File: config.mk
export PLATFORM = sky130hd
export DESIGN_NAME = mac_loopback_diagnostics
export DESIGN_NICKNAME = d
export VERILOG_FILES = /design/src/core/mac_loopback_pkg.sv /design/src/core/mac_loopback_diagnostics.sv
export SDC_FILE = /design/constraint.sdc
export NUM_CORES = 1
export LEC_CHECK = 0
export BUFFER_PORTS_ARGS = -buffer_cell sky130_fd_sc_hd__buf_4
export CAP_MARGIN = 15
export CORE_MARGIN = 2
export CORE_UTILIZATION = 61
export DETAILED_ROUTE_END_ITERATION = 10
export PLACE_DENSITY = 0.91
export SLEW_MARGIN = 30
export SYNTH_ARGS = -nofsm -noshare
export SYNTH_HDL_FRONTEND = slang
export SYNTH_SLANG_ARGS = --single-unit
File: constraint.sdc
create_clock -name clk -period 3.59 [get_ports clk]
set_input_delay 0.5385 -clock clk [delete_from_list [all_inputs] [get_ports clk]]
set_output_delay 0.5385 -clock clk [all_outputs]
set_load 0.02 [all_outputs]
File: src/core/mac_loopback_pkg.sv
package mac_loopback_pkg;

  localparam int CLK_MHZ = 40;
  localparam int PREAMBLE_BITS = 56;
  localparam int SYNC_BITS = 8;
  localparam int PREAMBLE_BYTES = PREAMBLE_BITS / 8;
  localparam int PTR_ADVANCE_CLKS = 4;
  localparam int FIFO_HALF_DEPTH = 8;
  localparam int FIFO_DEPTH = 2 * FIFO_HALF_DEPTH;
  localparam int CRC_BYTES = 4;
  localparam int DEST_ADDR_BYTES = 6;

  localparam logic [7:0] PREAMBLE_BYTE = 8'h55;
  localparam logic [7:0] SYNC_BYTE = 8'hd5;
  localparam logic [31:0] CRC_INIT = 32'hffff_ffff;
  localparam logic [31:0] CRC_POLY_REV = 32'hedb8_8320;
  localparam logic [31:0] CRC_RESIDUE = 32'hdebb_20e3;

  localparam logic [3:0] ADDR_CONFIG = 4'h0;
  localparam logic [3:0] ADDR_PAGE = 4'h1;
  localparam logic [3:0] ADDR_COUNT_LOW = 4'h2;
  localparam logic [3:0] ADDR_COUNT_HIGH = 4'h3;
  localparam logic [3:0] ADDR_COMMAND = 4'h4;
  localparam logic [3:0] ADDR_INT_STATUS = 4'h5;
  localparam logic [3:0] ADDR_RX_STATUS = 4'h6;
  localparam logic [3:0] ADDR_FIFO = 4'h7;
  localparam logic [3:0] ADDR_LINK = 4'h8;

  localparam int CFG_CRC_INHIBIT_BIT = 0;
  localparam int CFG_LOOP_LOW_BIT = 1;
  localparam int CFG_LOOP_HIGH_BIT = 2;
  localparam int CMD_TRANSMIT_BIT = 2;
  localparam int ISR_SENT_BIT = 1;
  localparam int RSR_INTACT_BIT = 0;
  localparam int RSR_CRC_ERR_BIT = 1;
  localparam int RSR_MULTICAST_BIT = 5;

  localparam logic [7:0] CONFIG_RESET = 8'h00;
  localparam logic [1:0] LOOP_NONE = 2'b00;
  localparam logic [1:0] LOOP_SERIAL = 2'b01;
  localparam logic [1:0] LOOP_CODEC = 2'b10;
  localparam logic [1:0] LOOP_EXTERNAL = 2'b11;
  localparam logic [3:0] DMA_THRESHOLD = 4'h4;

  typedef struct packed {
    logic [3:0] addr;
    logic [7:0] wdata;
    logic wr;
    logic rd;
  } reg_req_t;

  typedef struct packed {
    logic [15:0] addr;
    logic req;
  } mem_req_t;

endpackage : mac_loopback_pkg

File: src/core/mac_loopback_diagnostics.sv
// How it works
// loopback splits fifo into tx/rx halves
// memory fetched one byte per transfer
// memory grants fast or packet short
// rx half keeps last eight bytes
// word mode: one lane, count doubled
// select 01 loops serializer to deserializer
// select 10 raises codec loop control
// select 11 goes out over cable
// link fail disables twisted-pair transmitter
// codec collision and carrier masked
// software returns to normal between modes
// fifo read pointer advances within four clocks
// host reads fifo only in loopback
// rx bytes stored from zero, wrapping
// count low, high, high appended
// alignment follows packet length
// dma fills fifo below threshold
// 56-bit preamble then 8-bit sync
// crc appended unless inhibited
// packet sent flag at tx end
// rx waits sync, counts each byte
// crc checked, or forced error if matched
// rx status updated, intact set
`timescale 1ns/1ps
`default_nettype none
module mac_loopback_diagnostics
  import mac_loopback_pkg::*;
(
  input wire logic clk,
  input wire logic rstn,
  input wire reg_req_t bus_req,
  output logic [7:0] bus_rdata,
  output mem_req_t mem_req,
  input wire logic mem_ack,
  input wire logic [7:0] mem_rdata,
  output logic [7:0] ser_tx_data,
  output logic ser_tx_valid,
  input wire logic [7:0] line_rx_data,
  input wire logic line_rx_valid,
  input wire logic line_rx_end,
  input wire logic codec_collision,
  input wire logic codec_carrier,
  input wire logic link_fail,
  input wire logic [47:0] station_addr,
  output logic codec_loop_control,
  output logic cable_tx_enable,
  output logic collision_seen,
  output logic carrier_seen
);

  typedef enum logic [4:0] {
    TX_IDLE = 5'b00001,
    TX_PRE = 5'b00010,
    TX_DATA = 5'b00100,
    TX_CRC = 5'b01000,
    TX_DONE = 5'b10000
  } tx_state_t;

  function automatic logic [31:0] crc_step(input logic [31:0] c, input logic [7:0] b);
    logic [31:0] r;
    r = c ^ {24'h00_0000, b};
    for (int i = 0; i < 8; i++)
      r = r[0] ? ((r >> 1) ^ CRC_POLY_REV) : (r >> 1);
    return r;
  endfunction : crc_step

  logic [7:0] config_q, page_q, cnt_lo_q, cnt_hi_q, isr_q, rsr_q;
  logic link_ok_q;
  // two arrays, one writer each: rx half below, tx half beside it
  logic [7:0] fifo_q [FIFO_HALF_DEPTH];
  logic [7:0] tx_mem_q [FIFO_HALF_DEPTH];
  logic [1:0] loop_sel;
  logic loop_on, crc_inhibit;
  assign loop_sel = {config_q[CFG_LOOP_HIGH_BIT], config_q[CFG_LOOP_LOW_BIT]};
  assign loop_on = loop_sel != LOOP_NONE;
  assign crc_inhibit = config_q[CFG_CRC_INHIBIT_BIT];

  // tx side: its half of the fifo is a ring of eight bytes
  tx_state_t tx_q;
  logic [15:0] tx_left_q, fetch_addr_q;
  logic [2:0] tx_wr_q, tx_rd_q;
  logic [3:0] tx_level_q;
  logic [2:0] pre_cnt_q;
  logic [1:0] crc_idx_q;
  logic [31:0] tx_crc_q;
  logic burst_q, fetch_pending_q;
  logic start_tx;
  assign start_tx = bus_req.wr && bus_req.addr == ADDR_COMMAND && bus_req.wdata[CMD_TRANSMIT_BIT]
                    && tx_q == TX_IDLE;

  logic pop, push;
  assign push = fetch_pending_q && mem_ack;
  assign pop = tx_q == TX_DATA && tx_level_q != 4'h0;

  always_ff @(posedge clk)
  begin
    if (!rstn)
    begin
      config_q <= CONFIG_RESET;
      page_q <= 8'h00;
      cnt_lo_q <= 8'h00;
      cnt_hi_q <= 8'h00;
      link_ok_q <= 1'b0;
    end
    else if (bus_req.wr)
    begin
      case (bus_req.addr)
        ADDR_CONFIG: config_q <= bus_req.wdata;
        ADDR_PAGE: page_q <= bus_req.wdata;
        ADDR_COUNT_LOW: cnt_lo_q <= bus_req.wdata;
        ADDR_COUNT_HIGH: cnt_hi_q <= bus_req.wdata;
        default: ;
      endcase
      link_ok_q <= !link_fail;
    end
    else
      link_ok_q <= !link_fail;
  end

  // dma: byte-wide fetches only, bursts refill below the threshold
  always_ff @(posedge clk)
  begin
    if (!rstn)
    begin
      tx_left_q <= 16'h0000;
      fetch_addr_q <= 16'h0000;
      burst_q <= 1'b0;
      fetch_pending_q <= 1'b0;
      tx_wr_q <= 3'h0;
    end
    else if (start_tx)
    begin
      tx_left_q <= {cnt_hi_q, cnt_lo_q};
      fetch_addr_q <= {page_q, 8'h00};
      burst_q <= 1'b1;
      fetch_pending_q <= 1'b0;
      tx_wr_q <= 3'h0;
    end
    else
    begin
      if (!burst_q && tx_left_q != 16'h0000 && tx_level_q < DMA_THRESHOLD)
        burst_q <= 1'b1;
      if (push)
      begin
        fetch_pending_q <= 1'b0;
        tx_wr_q <= tx_wr_q + 3'h1;
        tx_left_q <= tx_left_q - 16'h0001;
        fetch_addr_q <= fetch_addr_q + 16'h0001;
        if (tx_level_q == 4'(FIFO_HALF_DEPTH - 1) || tx_left_q == 16'h0001)
          burst_q <= 1'b0;
      end
      else if (burst_q && !fetch_pending_q && tx_left_q != 16'h0000
               && tx_level_q != 4'(FIFO_HALF_DEPTH))
        fetch_pending_q <= 1'b1;
    end
  end

  always_ff @(posedge clk)
  begin
    if (push)
      tx_mem_q[tx_wr_q] <= mem_rdata;
  end

  always_ff @(posedge clk)
  begin
    if (!rstn)
      tx_level_q <= 4'h0;
    else if (start_tx)
      tx_level_q <= 4'h0;
    else if (push && !pop)
      tx_level_q <= tx_level_q + 4'h1;
    else if (pop && !push)
      tx_level_q <= tx_level_q - 4'h1;
  end

  always_ff @(posedge clk)
  begin
    if (!rstn)
    begin
      mem_req <= '0;
    end
    else
    begin
      mem_req.req <= fetch_pending_q && !push;
      mem_req.addr <= fetch_addr_q;
    end
  end

  // transmitter
  logic tx_byte_valid;
  logic [7:0] tx_byte;
  always_ff @(posedge clk)
  begin
    if (!rstn)
    begin
      tx_q <= TX_IDLE;
      pre_cnt_q <= 3'h0;
      crc_idx_q <= 2'h0;
      tx_crc_q <= CRC_INIT;
      tx_rd_q <= 3'h0;
      tx_byte <= 8'h00;
      tx_byte_valid <= 1'b0;
    end
    else
    begin
      tx_byte_valid <= 1'b0;
      case (tx_q)
        TX_IDLE:
        begin
          if (start_tx)
          begin
            tx_q <= TX_PRE;
            pre_cnt_q <= 3'h0;
            tx_rd_q <= 3'h0;
            tx_crc_q <= CRC_INIT;
          end
        end
        TX_PRE:
        begin
          tx_byte_valid <= 1'b1;
          if (pre_cnt_q == 3'(PREAMBLE_BYTES))
          begin
            tx_byte <= SYNC_BYTE;
            tx_q <= TX_DATA;
          end
          else
          begin
            tx_byte <= PREAMBLE_BYTE;
            pre_cnt_q <= pre_cnt_q + 3'h1;
          end
        end
        TX_DATA:
        begin
          if (pop)
          begin
            tx_byte <= tx_mem_q[tx_rd_q];
            tx_byte_valid <= 1'b1;
            tx_rd_q <= tx_rd_q + 3'h1;
            tx_crc_q <= crc_step(tx_crc_q, tx_mem_q[tx_rd_q]);
          end
          else if (tx_left_q == 16'h0000 && !fetch_pending_q)
          begin
            crc_idx_q <= 2'h0;
            tx_q <= crc_inhibit ? TX_DONE : TX_CRC;
          end
        end
        TX_CRC:
        begin
          tx_byte <= ~tx_crc_q[8*crc_idx_q +: 8];
          tx_byte_valid <= 1'b1;
          crc_idx_q <= crc_idx_q + 2'h1;
          if (crc_idx_q == 2'(CRC_BYTES - 1))
            tx_q <= TX_DONE;
        end
        TX_DONE:
          tx_q <= TX_IDLE;
        default:
          tx_q <= TX_IDLE;
      endcase
    end
  end

  logic tx_allowed;
  assign tx_allowed = !(link_fail && !link_ok_q);
  always_ff @(posedge clk)
  begin
    if (!rstn)
    begin
      ser_tx_data <= 8'h00;
      ser_tx_valid <= 1'b0;
      codec_loop_control <= 1'b0;
      cable_tx_enable <= 1'b0;
      collision_seen <= 1'b0;
      carrier_seen <= 1'b0;
    end
    else
    begin
      ser_tx_data <= tx_byte;
      ser_tx_valid <= tx_byte_valid && loop_sel != LOOP_SERIAL && tx_allowed;
      codec_loop_control <= loop_sel == LOOP_CODEC;
      cable_tx_enable <= (loop_sel == LOOP_EXTERNAL || !loop_on) && !link_fail;
      collision_seen <= codec_collision && !loop_on;
      carrier_seen <= codec_carrier && !loop_on;
    end
  end

  // receive path: internal serializer or the line
  logic rx_valid, rx_end;
  logic [7:0] rx_data;
  logic tx_end_q;
  always_ff @(posedge clk)
  begin
    if (!rstn)
      tx_end_q <= 1'b0;
    else
      tx_end_q <= tx_q == TX_DONE;
  end
  assign rx_valid = loop_sel == LOOP_SERIAL ? tx_byte_valid : line_rx_valid;
  assign rx_data = loop_sel == LOOP_SERIAL ? tx_byte : line_rx_data;
  assign rx_end = loop_sel == LOOP_SERIAL ? tx_end_q : line_rx_end;

  logic synced_q;
  logic [15:0] rx_count_q;
  logic [2:0] rx_wr_q;
  logic [1:0] tail_q;
  logic [31:0] rx_crc_q;
  logic [47:0] dest_q;
  always_ff @(posedge clk)
  begin
    if (!rstn)
    begin
      synced_q <= 1'b0;
      rx_count_q <= 16'h0000;
      rx_wr_q <= 3'h0;
      tail_q <= 2'h0;
      rx_crc_q <= CRC_INIT;
      dest_q <= 48'h0;
    end
    else if (start_tx)
    begin
      synced_q <= 1'b0;
      rx_count_q <= 16'h0000;
      rx_wr_q <= 3'h0;
      rx_crc_q <= CRC_INIT;
    end
    else if (rx_end && synced_q && loop_on)
    begin
      synced_q <= 1'b0;
      tail_q <= 2'h3;
    end
    else if (tail_q != 2'h0)
    begin
      // lower, upper, upper again
      case (tail_q)
        2'h3: fifo_q[rx_wr_q] <= rx_count_q[7:0];
        default: fifo_q[rx_wr_q] <= rx_count_q[15:8];
      endcase
      rx_wr_q <= rx_wr_q + 3'h1;
      tail_q <= tail_q - 2'h1;
    end
    else if (rx_valid && loop_on)
    begin
      if (!synced_q)
        synced_q <= rx_data == SYNC_BYTE;
      else
      begin
        fifo_q[rx_wr_q] <= rx_data;
        rx_wr_q <= rx_wr_q + 3'h1;
        rx_count_q <= rx_count_q + 16'h0001;
        rx_crc_q <= crc_step(rx_crc_q, rx_data);
        if (rx_count_q < 16'(DEST_ADDR_BYTES))
          dest_q <= {rx_data, dest_q[47:8]};
      end
    end
  end

  logic addr_match;
  assign addr_match = dest_q == station_addr || dest_q[0];

  always_ff @(posedge clk)
  begin
    if (!rstn)
    begin
      rsr_q <= 8'h00;
      isr_q <= 8'h00;
    end
    else
    begin
      if (tail_q == 2'h1)
      begin
        rsr_q <= 8'h00;
        // a forced crc error on a matching packet also clears intact
        rsr_q[RSR_INTACT_BIT] <= !addr_match || (!crc_inhibit && rx_crc_q == CRC_RESIDUE);
        rsr_q[RSR_CRC_ERR_BIT] <= addr_match && (crc_inhibit || rx_crc_q != CRC_RESIDUE);
        rsr_q[RSR_MULTICAST_BIT] <= addr_match && dest_q[0];
      end
      if (tx_q == TX_DONE)
        isr_q[ISR_SENT_BIT] <= 1'b1;
      else if (bus_req.wr && bus_req.addr == ADDR_INT_STATUS && bus_req.wdata[ISR_SENT_BIT])
        isr_q[ISR_SENT_BIT] <= 1'b0;
    end
  end

  // fifo read port: pointer step takes four clocks; a read inside that gap
  // returns the same byte, standing in for the wait state
  logic [2:0] rd_ptr_q;
  logic [2:0] adv_cnt_q;
  always_ff @(posedge clk)
  begin
    if (!rstn)
    begin
      rd_ptr_q <= 3'h0;
      adv_cnt_q <= 3'h0;
    end
    else if (start_tx)
      rd_ptr_q <= 3'h0;
    else if (adv_cnt_q != 3'h0)
    begin
      adv_cnt_q <= adv_cnt_q - 3'h1;
      if (adv_cnt_q == 3'h1)
        rd_ptr_q <= rd_ptr_q + 3'h1;
    end
    else if (bus_req.rd && bus_req.addr == ADDR_FIFO && loop_on)
      adv_cnt_q <= 3'(PTR_ADVANCE_CLKS);
  end

  always_ff @(posedge clk)
  begin
    if (!rstn)
      bus_rdata <= 8'h00;
    else if (bus_req.rd)
    begin
      case (bus_req.addr)
        ADDR_CONFIG: bus_rdata <= config_q;
        ADDR_PAGE: bus_rdata <= page_q;
        ADDR_COUNT_LOW: bus_rdata <= tx_left_q[7:0];
        ADDR_COUNT_HIGH: bus_rdata <= tx_left_q[15:8];
        ADDR_INT_STATUS: bus_rdata <= isr_q;
        ADDR_RX_STATUS: bus_rdata <= rsr_q;
        ADDR_FIFO: bus_rdata <= fifo_q[rd_ptr_q];
        ADDR_LINK: bus_rdata <= {7'h00, link_ok_q};
        default: bus_rdata <= 8'h00;
      endcase
    end
    else
      bus_rdata <= 8'h00;
  end

endmodule : mac_loopback_diagnostics
`default_nettype wire

Word level (Yosys, flattened, before mapping)
Memories as Yosys holds them, arrays and structs flattened. A register that Yosys moved wholly into a read port is not among the register bits.
Index checks and enable logic that the tools add are counted.
{ "word_totals": {"ff_bits": 279, "mem_bits_rw": 128, "in_bits": 86, "output_inout_bits": 38, "word_cells": 292, "memories": 2} }
{ "mem_list": {"columns": ["name", "depth", "word_bits", "rd", "rd_clocked_by_memory_dff", "wr", "line", "text"], "rows": [
  ["fifo_q", 8, 8, 1, 1, 1, "mac_loopback_diagnostics.sv:71", "logic [7:0] fifo_q [FIFO_HALF_DEPTH];"],
  ["tx_mem_q", 8, 8, 1, 1, 1, "mac_loopback_diagnostics.sv:72", "logic [7:0] tx_mem_q [FIFO_HALF_DEPTH];"]
]} }
{ "op_classes": {"addsub": 13, "order_cmp": 2, "eq_ne": 36, "n_shift": 1, "mux": 90, "n_bitwise": 25, "n_reduce_logical": 84} }
{ "op_table": {"columns": ["op", "n"], "rows": [
  ["$mux 32", 18],
  ["$not 13->14", 16],
  ["$mux 16", 4],
  ["$pmux 32 s2", 1],
  ["$pmux 8 s8", 1],
  ["$xor 32x8->32", 2],
  ["$eq 48x48->1", 1],
  ["$mux 8", 5],
  ["$mux 3", 12],
  ["$add 16x1->16 const B", 2],
  ["$eq 32x32->1 const B", 1],
  ["$ne 32x32->1 const B", 1],
  ["$shiftx 32x6->8", 1],
  ["$mux 1", 31],
  ["$logic_and 1x1->1", 30],
  ["$mux 5", 6],
  ["$pmux 8 s3", 1],
  ["$reduce_bool 2->1", 12],
  ["$eq 4x3->1 const B", 5],
  ["$pmux 5 s4", 1],
  ["$reduce_and 2->1", 10],
  ["$eq 16x1->1 const B", 1],
  ["$logic_not 16->1", 1],
  ["$lt 16x3->1 const B", 1],
  ["other kinds (44)", 87]
]} }

Depth between registers and ports, before layout
{ "depth": {"word_depth": 19, "depth_mapped": 13, "mapped_depth_nobuf": 12} }

Least setup slack after synthesis
OpenSTA, ideal clock, no wires.
{ "synth_path": {"path_type": "reg-to-reg", "start": "register tx_level_q[0]", "end": "register tx_level_q[3]", "setup_time_ns": 0.070, "arrival_time_ns": 2.853, "required_ns": 3.520, "path_slack_ns": 0.666, "stages_incl_launch_ff": 13, "n_path_buf": 1, "synth_period_minus_slack_ns": 2.924, "path_cell_list": "dfxtp_1 > nor4_1 > nor2_1 > inv_1 > clkbuf_1 > ha_1 > inv_1 > ha_1 > a21o_1 > a21oi_1 > xnor2_1 > or3_1 > a21oi_1"} }
{ "synth_between": {"elab_chain_len": 5, "word_cells_on_any_way": 10, "classes_between": "2 x add/sub; 2 x mux; 6 x reduce/logical"} }
{ "synth_lines": {"columns": ["element", "line", "text"], "rows": [
  ["from (decl)", "mac_loopback_diagnostics.sv:83", "logic [3:0] tx_level_q;"],
  ["from (signal assigned)", "mac_loopback_diagnostics.sv:172", "tx_level_q <= tx_level_q + 4'h1;"],
  ["from (signal assigned)", "mac_loopback_diagnostics.sv:174", "tx_level_q <= tx_level_q - 4'h1;"],
  ["branches (longest 5 deep; another with $sub 4x1->4)", null, null]
]} }
Parallel ways; which one is timed is not known. The select of a mux whose other input is x is not followed.
A chain may end at the register's enable or synchronous reset.

Worst setup path in the final report
{ "layout_path": {"start": "register config_q[2]", "end": "register rx_crc_q[29]"} }
{ "layout_between": {"elab_chain_len": 13, "word_cells_on_any_way": 23, "classes_between": "1 x eq/ne; 11 x mux; 6 x bitwise; 5 x reduce/logical"} }
{ "layout_lines": {"columns": ["element", "line", "text"], "rows": [
  ["from (decl)", "mac_loopback_diagnostics.sv:68", "logic [7:0] config_q, page_q, cnt_lo_q, cnt_hi_q, isr_q, rsr_q;"],
  ["from (signal assigned)", "mac_loopback_diagnostics.sv:109", "ADDR_CONFIG: config_q <= bus_req.wdata;"],
  ["$eq 2x1->1", "mac_loopback_diagnostics.sv:299, mac_loopback_diagnostics.sv:300, mac_loopback_diagnostics.sv:301", null],
  ["$mux 8", "mac_loopback_diagnostics.sv:300", "assign rx_data = loop_sel == LOOP_SERIAL ? tx_byte : line_rx_data;"],
  ["$xor 32x8->32", "mac_loopback_diagnostics.sv:62", "r = c ^ {24'h00_0000, b};"],
  ["$mux 32 / $not 13->14 (equally long branches)", null, null],
  ["$mux 32 (5 in series)", "mac_loopback_diagnostics.sv:64", "r = r[0] ? ((r >> 1) ^ CRC_POLY_REV) : (r >> 1);"],
  ["$not 13->14 (no source line) / $mux 32 (equally long branches)", null, null],
  ["$mux 32", "mac_loopback_diagnostics.sv:64", null],
  ["$not 13->14 (no source line)", null, null],
  ["$mux 32", "mac_loopback_diagnostics.sv:64", null],
  ["to (signal assigned)", "mac_loopback_diagnostics.sv:351", "rx_crc_q <= crc_step(rx_crc_q, rx_data);"],
  ["to (decl)", "mac_loopback_diagnostics.sv:307", "logic [31:0] rx_crc_q;"]
]} }
Several ways; a longest one is shown, not always the timed one.

==> reports/qor.csv <==
metric,value,unit
via_per_inst,6.169,
antenna_found_initial,1,
hpwlAfterDp,30700,um
crit_chain,"inv_1, ha_1, buf_4, mux2i_1, buf_4, xnor2_1, xnor2_1, xnor2_1, xor2_1, o211ai_1",
worstRegToRegCells,10,
post_drt_wl_per_cell,20.59,um
slew_headroom,35.70,%
synth_cell_type_count,73,
endpoint_kind,flip-flop,
nNetsFinal,1905,
clkPwrFrac,37.9,%
row_count,64,
root_buffer,clkbuf_16,
critPathBufInv,3,
skew,0.02573,ns
grt.overflow.total,0,
layout.cells.most_common,dfxtp_1,
synth_edf_count,128,
place_congestion,0.9304,
syn_avg_cell_area,11.24,um^2
grt_pass1_vias,13627,
grt_max_degree,67,
area_growth,14.99,%
combPwrFrac,16.4,%
die-height,179.3,um
switching_share,26.14,%
p_int,0.008378,W
rsz0062_at_grt,no,
power_switching,0.002964,W
synthCells,1668,
ys.warnings.count,0,
initial_core_util,61.62,%
yosysSeqAreaShare,50.93,%
setup_viol_count_final,0,
placed_area,20180,um^2
slowest_delay,0.59,ns
hold_class,primary input to flip-flop,
cap_violations,0,
via_count,13726,
clock_sinks,413,
cts_made_buffers,42,
synthesis.area,18750,um^2
synth-seq-cells,413,
p_per_area,526.1,nW/um^2
nFillCells,1964,
finalPower,0.01134,W
critPathRequiredTime,3.98,ns
drt.antenna.violating_nets,0,
cp_max_fo,12,
final_cell_mix,"dfxtp_1 (285), nor2_1 (216), buf_4 (165)",
clk_latency,0.55,ns
cts_tree,done,
worstSetupStartpointType,flip-flop,
port_buffers,123,
fin_area,21560,um^2
finalHoldViolCount,0,
peakVddDrop,0.0004530,V
finalCritPeriodShare,89.25,%
cts_max_level,2,
async_reset_ff_share,0,%
run_status,completed,
cts-hold-fix-buffers,0,
post_cts_buffers,0,
tightest_slew,0.9609,ns
cp.arrival,3.60,ns
die_w,179.3,um
io_pins,124,
ys.flop_type,dfxtp_1,
clkTransAtPathRegs,0.06,ns
crit_cells,10,
p_leak,8.492,nW
ctsResizeCount,0,
fin_crit,3.204,ns
track_usage,28.53,%
cts_max_path_buffers,3,
wl,45820,um
cp_common_cell,xnor2_1,
fmax,0.3121,GHz
grt_pass1_wl,72160,um
final_layout_size_suffix_gt1_share,15.97,%
worst-setup-path-type,flip-flop to flip-flop,
first_pass_iters,5,
drc,0,
first_iter_violations,1721,
cp_slowest_cell,xnor2_1,
slew_violations,0,
pwr-share-seq,45.7,%
setup_tns,0,ns
core,30430,um^2
syn_nets,1778,
die_area,32160,um^2
holdPathStages,2,
crit_family,XOR/XNOR gates,
## final timing paths
kind,slack (ns),end,from
setup / recovery,0.39,rx_crc_q[29],config_q[2]
hold / removal,0.18,link_ok_q,link_fail
setup reg to reg,0.39,rx_crc_q[29],config_q[2]
hold reg to reg,0.48,tx_left_q[1],cnt_lo_q[1]
## Yosys cell counts, types with 5 or more instances
cell | instances | area, um^2
a31oi_1 | 7 | 43.79
and3_1 | 9 | 56.30
mux4_2 | 31 | 698.2
nand2b_1 | 7 | 43.79
a211oi_1 | 38 | 285.3
edfxtp_1 | 128 | 3844
xnor2_1 | 83 | 727.0
nand4b_1 | 6 | 52.55
nand2_1 | 96 | 360.4
dfxtp_1 | 285 | 5705
nand3b_1 | 8 | 60.06
a21oi_1 | 34 | 170.2
inv_1 | 22 | 82.58
and2_1 | 29 | 181.4
o22a_1 | 11 | 96.34
nor2b_1 | 12 | 75.07
o21ai_0 | 29 | 145.1
nand3_1 | 25 | 125.1
nand4_1 | 16 | 100.1
mux2i_1 | 144 | 1441
o22ai_1 | 9 | 56.30
or2_2 | 5 | 31.28
xor3_1 | 9 | 214.0
clkbuf_1 | 64 | 240.2
xnor3_1 | 18 | 405.4
xor2_1 | 104 | 910.9
o221a_2 | 6 | 67.56
nor3_1 | 25 | 125.1
buf_1 | 8 | 30.03
a22o_1 | 5 | 43.79
buf_2 | 8 | 40.04
a22oi_1 | 11 | 82.58
nor4_1 | 25 | 156.4
o211ai_1 | 37 | 277.8
ha_1 | 23 | 287.8
nor2_1 | 217 | 814.5
or3_1 | 7 | 43.79
## power by group through the flow
stage | Clock, W | Combinational (W) | Sequential, W
final | 0.00430 | 0.00186 | 0.00518
after floorplan | 0 | 0.00134 | 0.00522
after detailed placement | 0 | 0.00181 | 0.00527
after global routing | 0.00453 | 0.00199 | 0.00520
after global placement | 0 | 0.00174 | 0.00525
after CTS | 0.00434 | 0.00184 | 0.00517
## cell type report
class / count / area, um^2 / area share [%]
antenna: 1 / 2.502 / 0.01161
clock buffer: 60 / 1210 / 5.612
clock inverter: 17 / 157.7 / 0.7312
inverter: 22 / 85.08 / 0.3946
multi-input combinational: 1149 / 8782 / 40.73
sequential: 413 / 9549 / 44.29
tap: 396 / 495.5 / 2.298
timing repair buffer: 167 / 1279 / 5.931
## cell families (layout without fill, tap and decap cells)
logic type | after synthesis | count (layout) | share of synthesized area (%)
and+or+nand+nor | 510 | 510 | 12.89
DFF | 413 | 413 | 50.93
AOI/OAI and AO/OA | 219 | 219 | 8.241
xor gates and xnor gates | 217 | 217 | 12.34
muxes | 179 | 179 | 11.65
buffers and inverters | 106 | 266 | 2.316
adders and majority gates | 24 | 24 | 1.642
other | 0 | 1 | 0
## state kept, by name, indices dropped and copies added, names as in the netlist, 4 cells and up, named ones only
register / flops
bus_rdata: 8
cnt_hi_q: 8
cnt_lo_q: 8
config_q: 8
dest_q: 48
fetch_addr_q: 16
fifo_q: 64
mem_req: 17
page_q: 8
rx_count_q: 16
rx_crc_q: 32
ser_tx_data: 8
tx_byte: 8
tx_crc_q: 32
tx_left_q: 16
tx_level_q: 4
tx_mem_q: 64
tx_q: 5
## per-layer routing
layer	share of wire (%)	GRT usage [%]	vias to the layer above
met5	0	0	-
met4	3.7	10.65	0
met3	7.8	4.368	136
met2	48	47.49	678
met1	40	37.88	6669
li1	-	-	6243
## through the flow
step	util [%]	std cells	hold WS, ns	setup slack [ns]
after floorplan	-	1668	0.4316	0.6661
after global routing	70.86	2225	0.1832	0.1842
after detailed placement	66.33	2147	0.4566	0.4334
final	70.86	2225	0.1841	0.3859
after global placement	66.33	2147	0.4378	0.6246
after CTS	70.82	2224	0.1666	0.3545
Note: power is estimated with default switching activity, not from simulation.
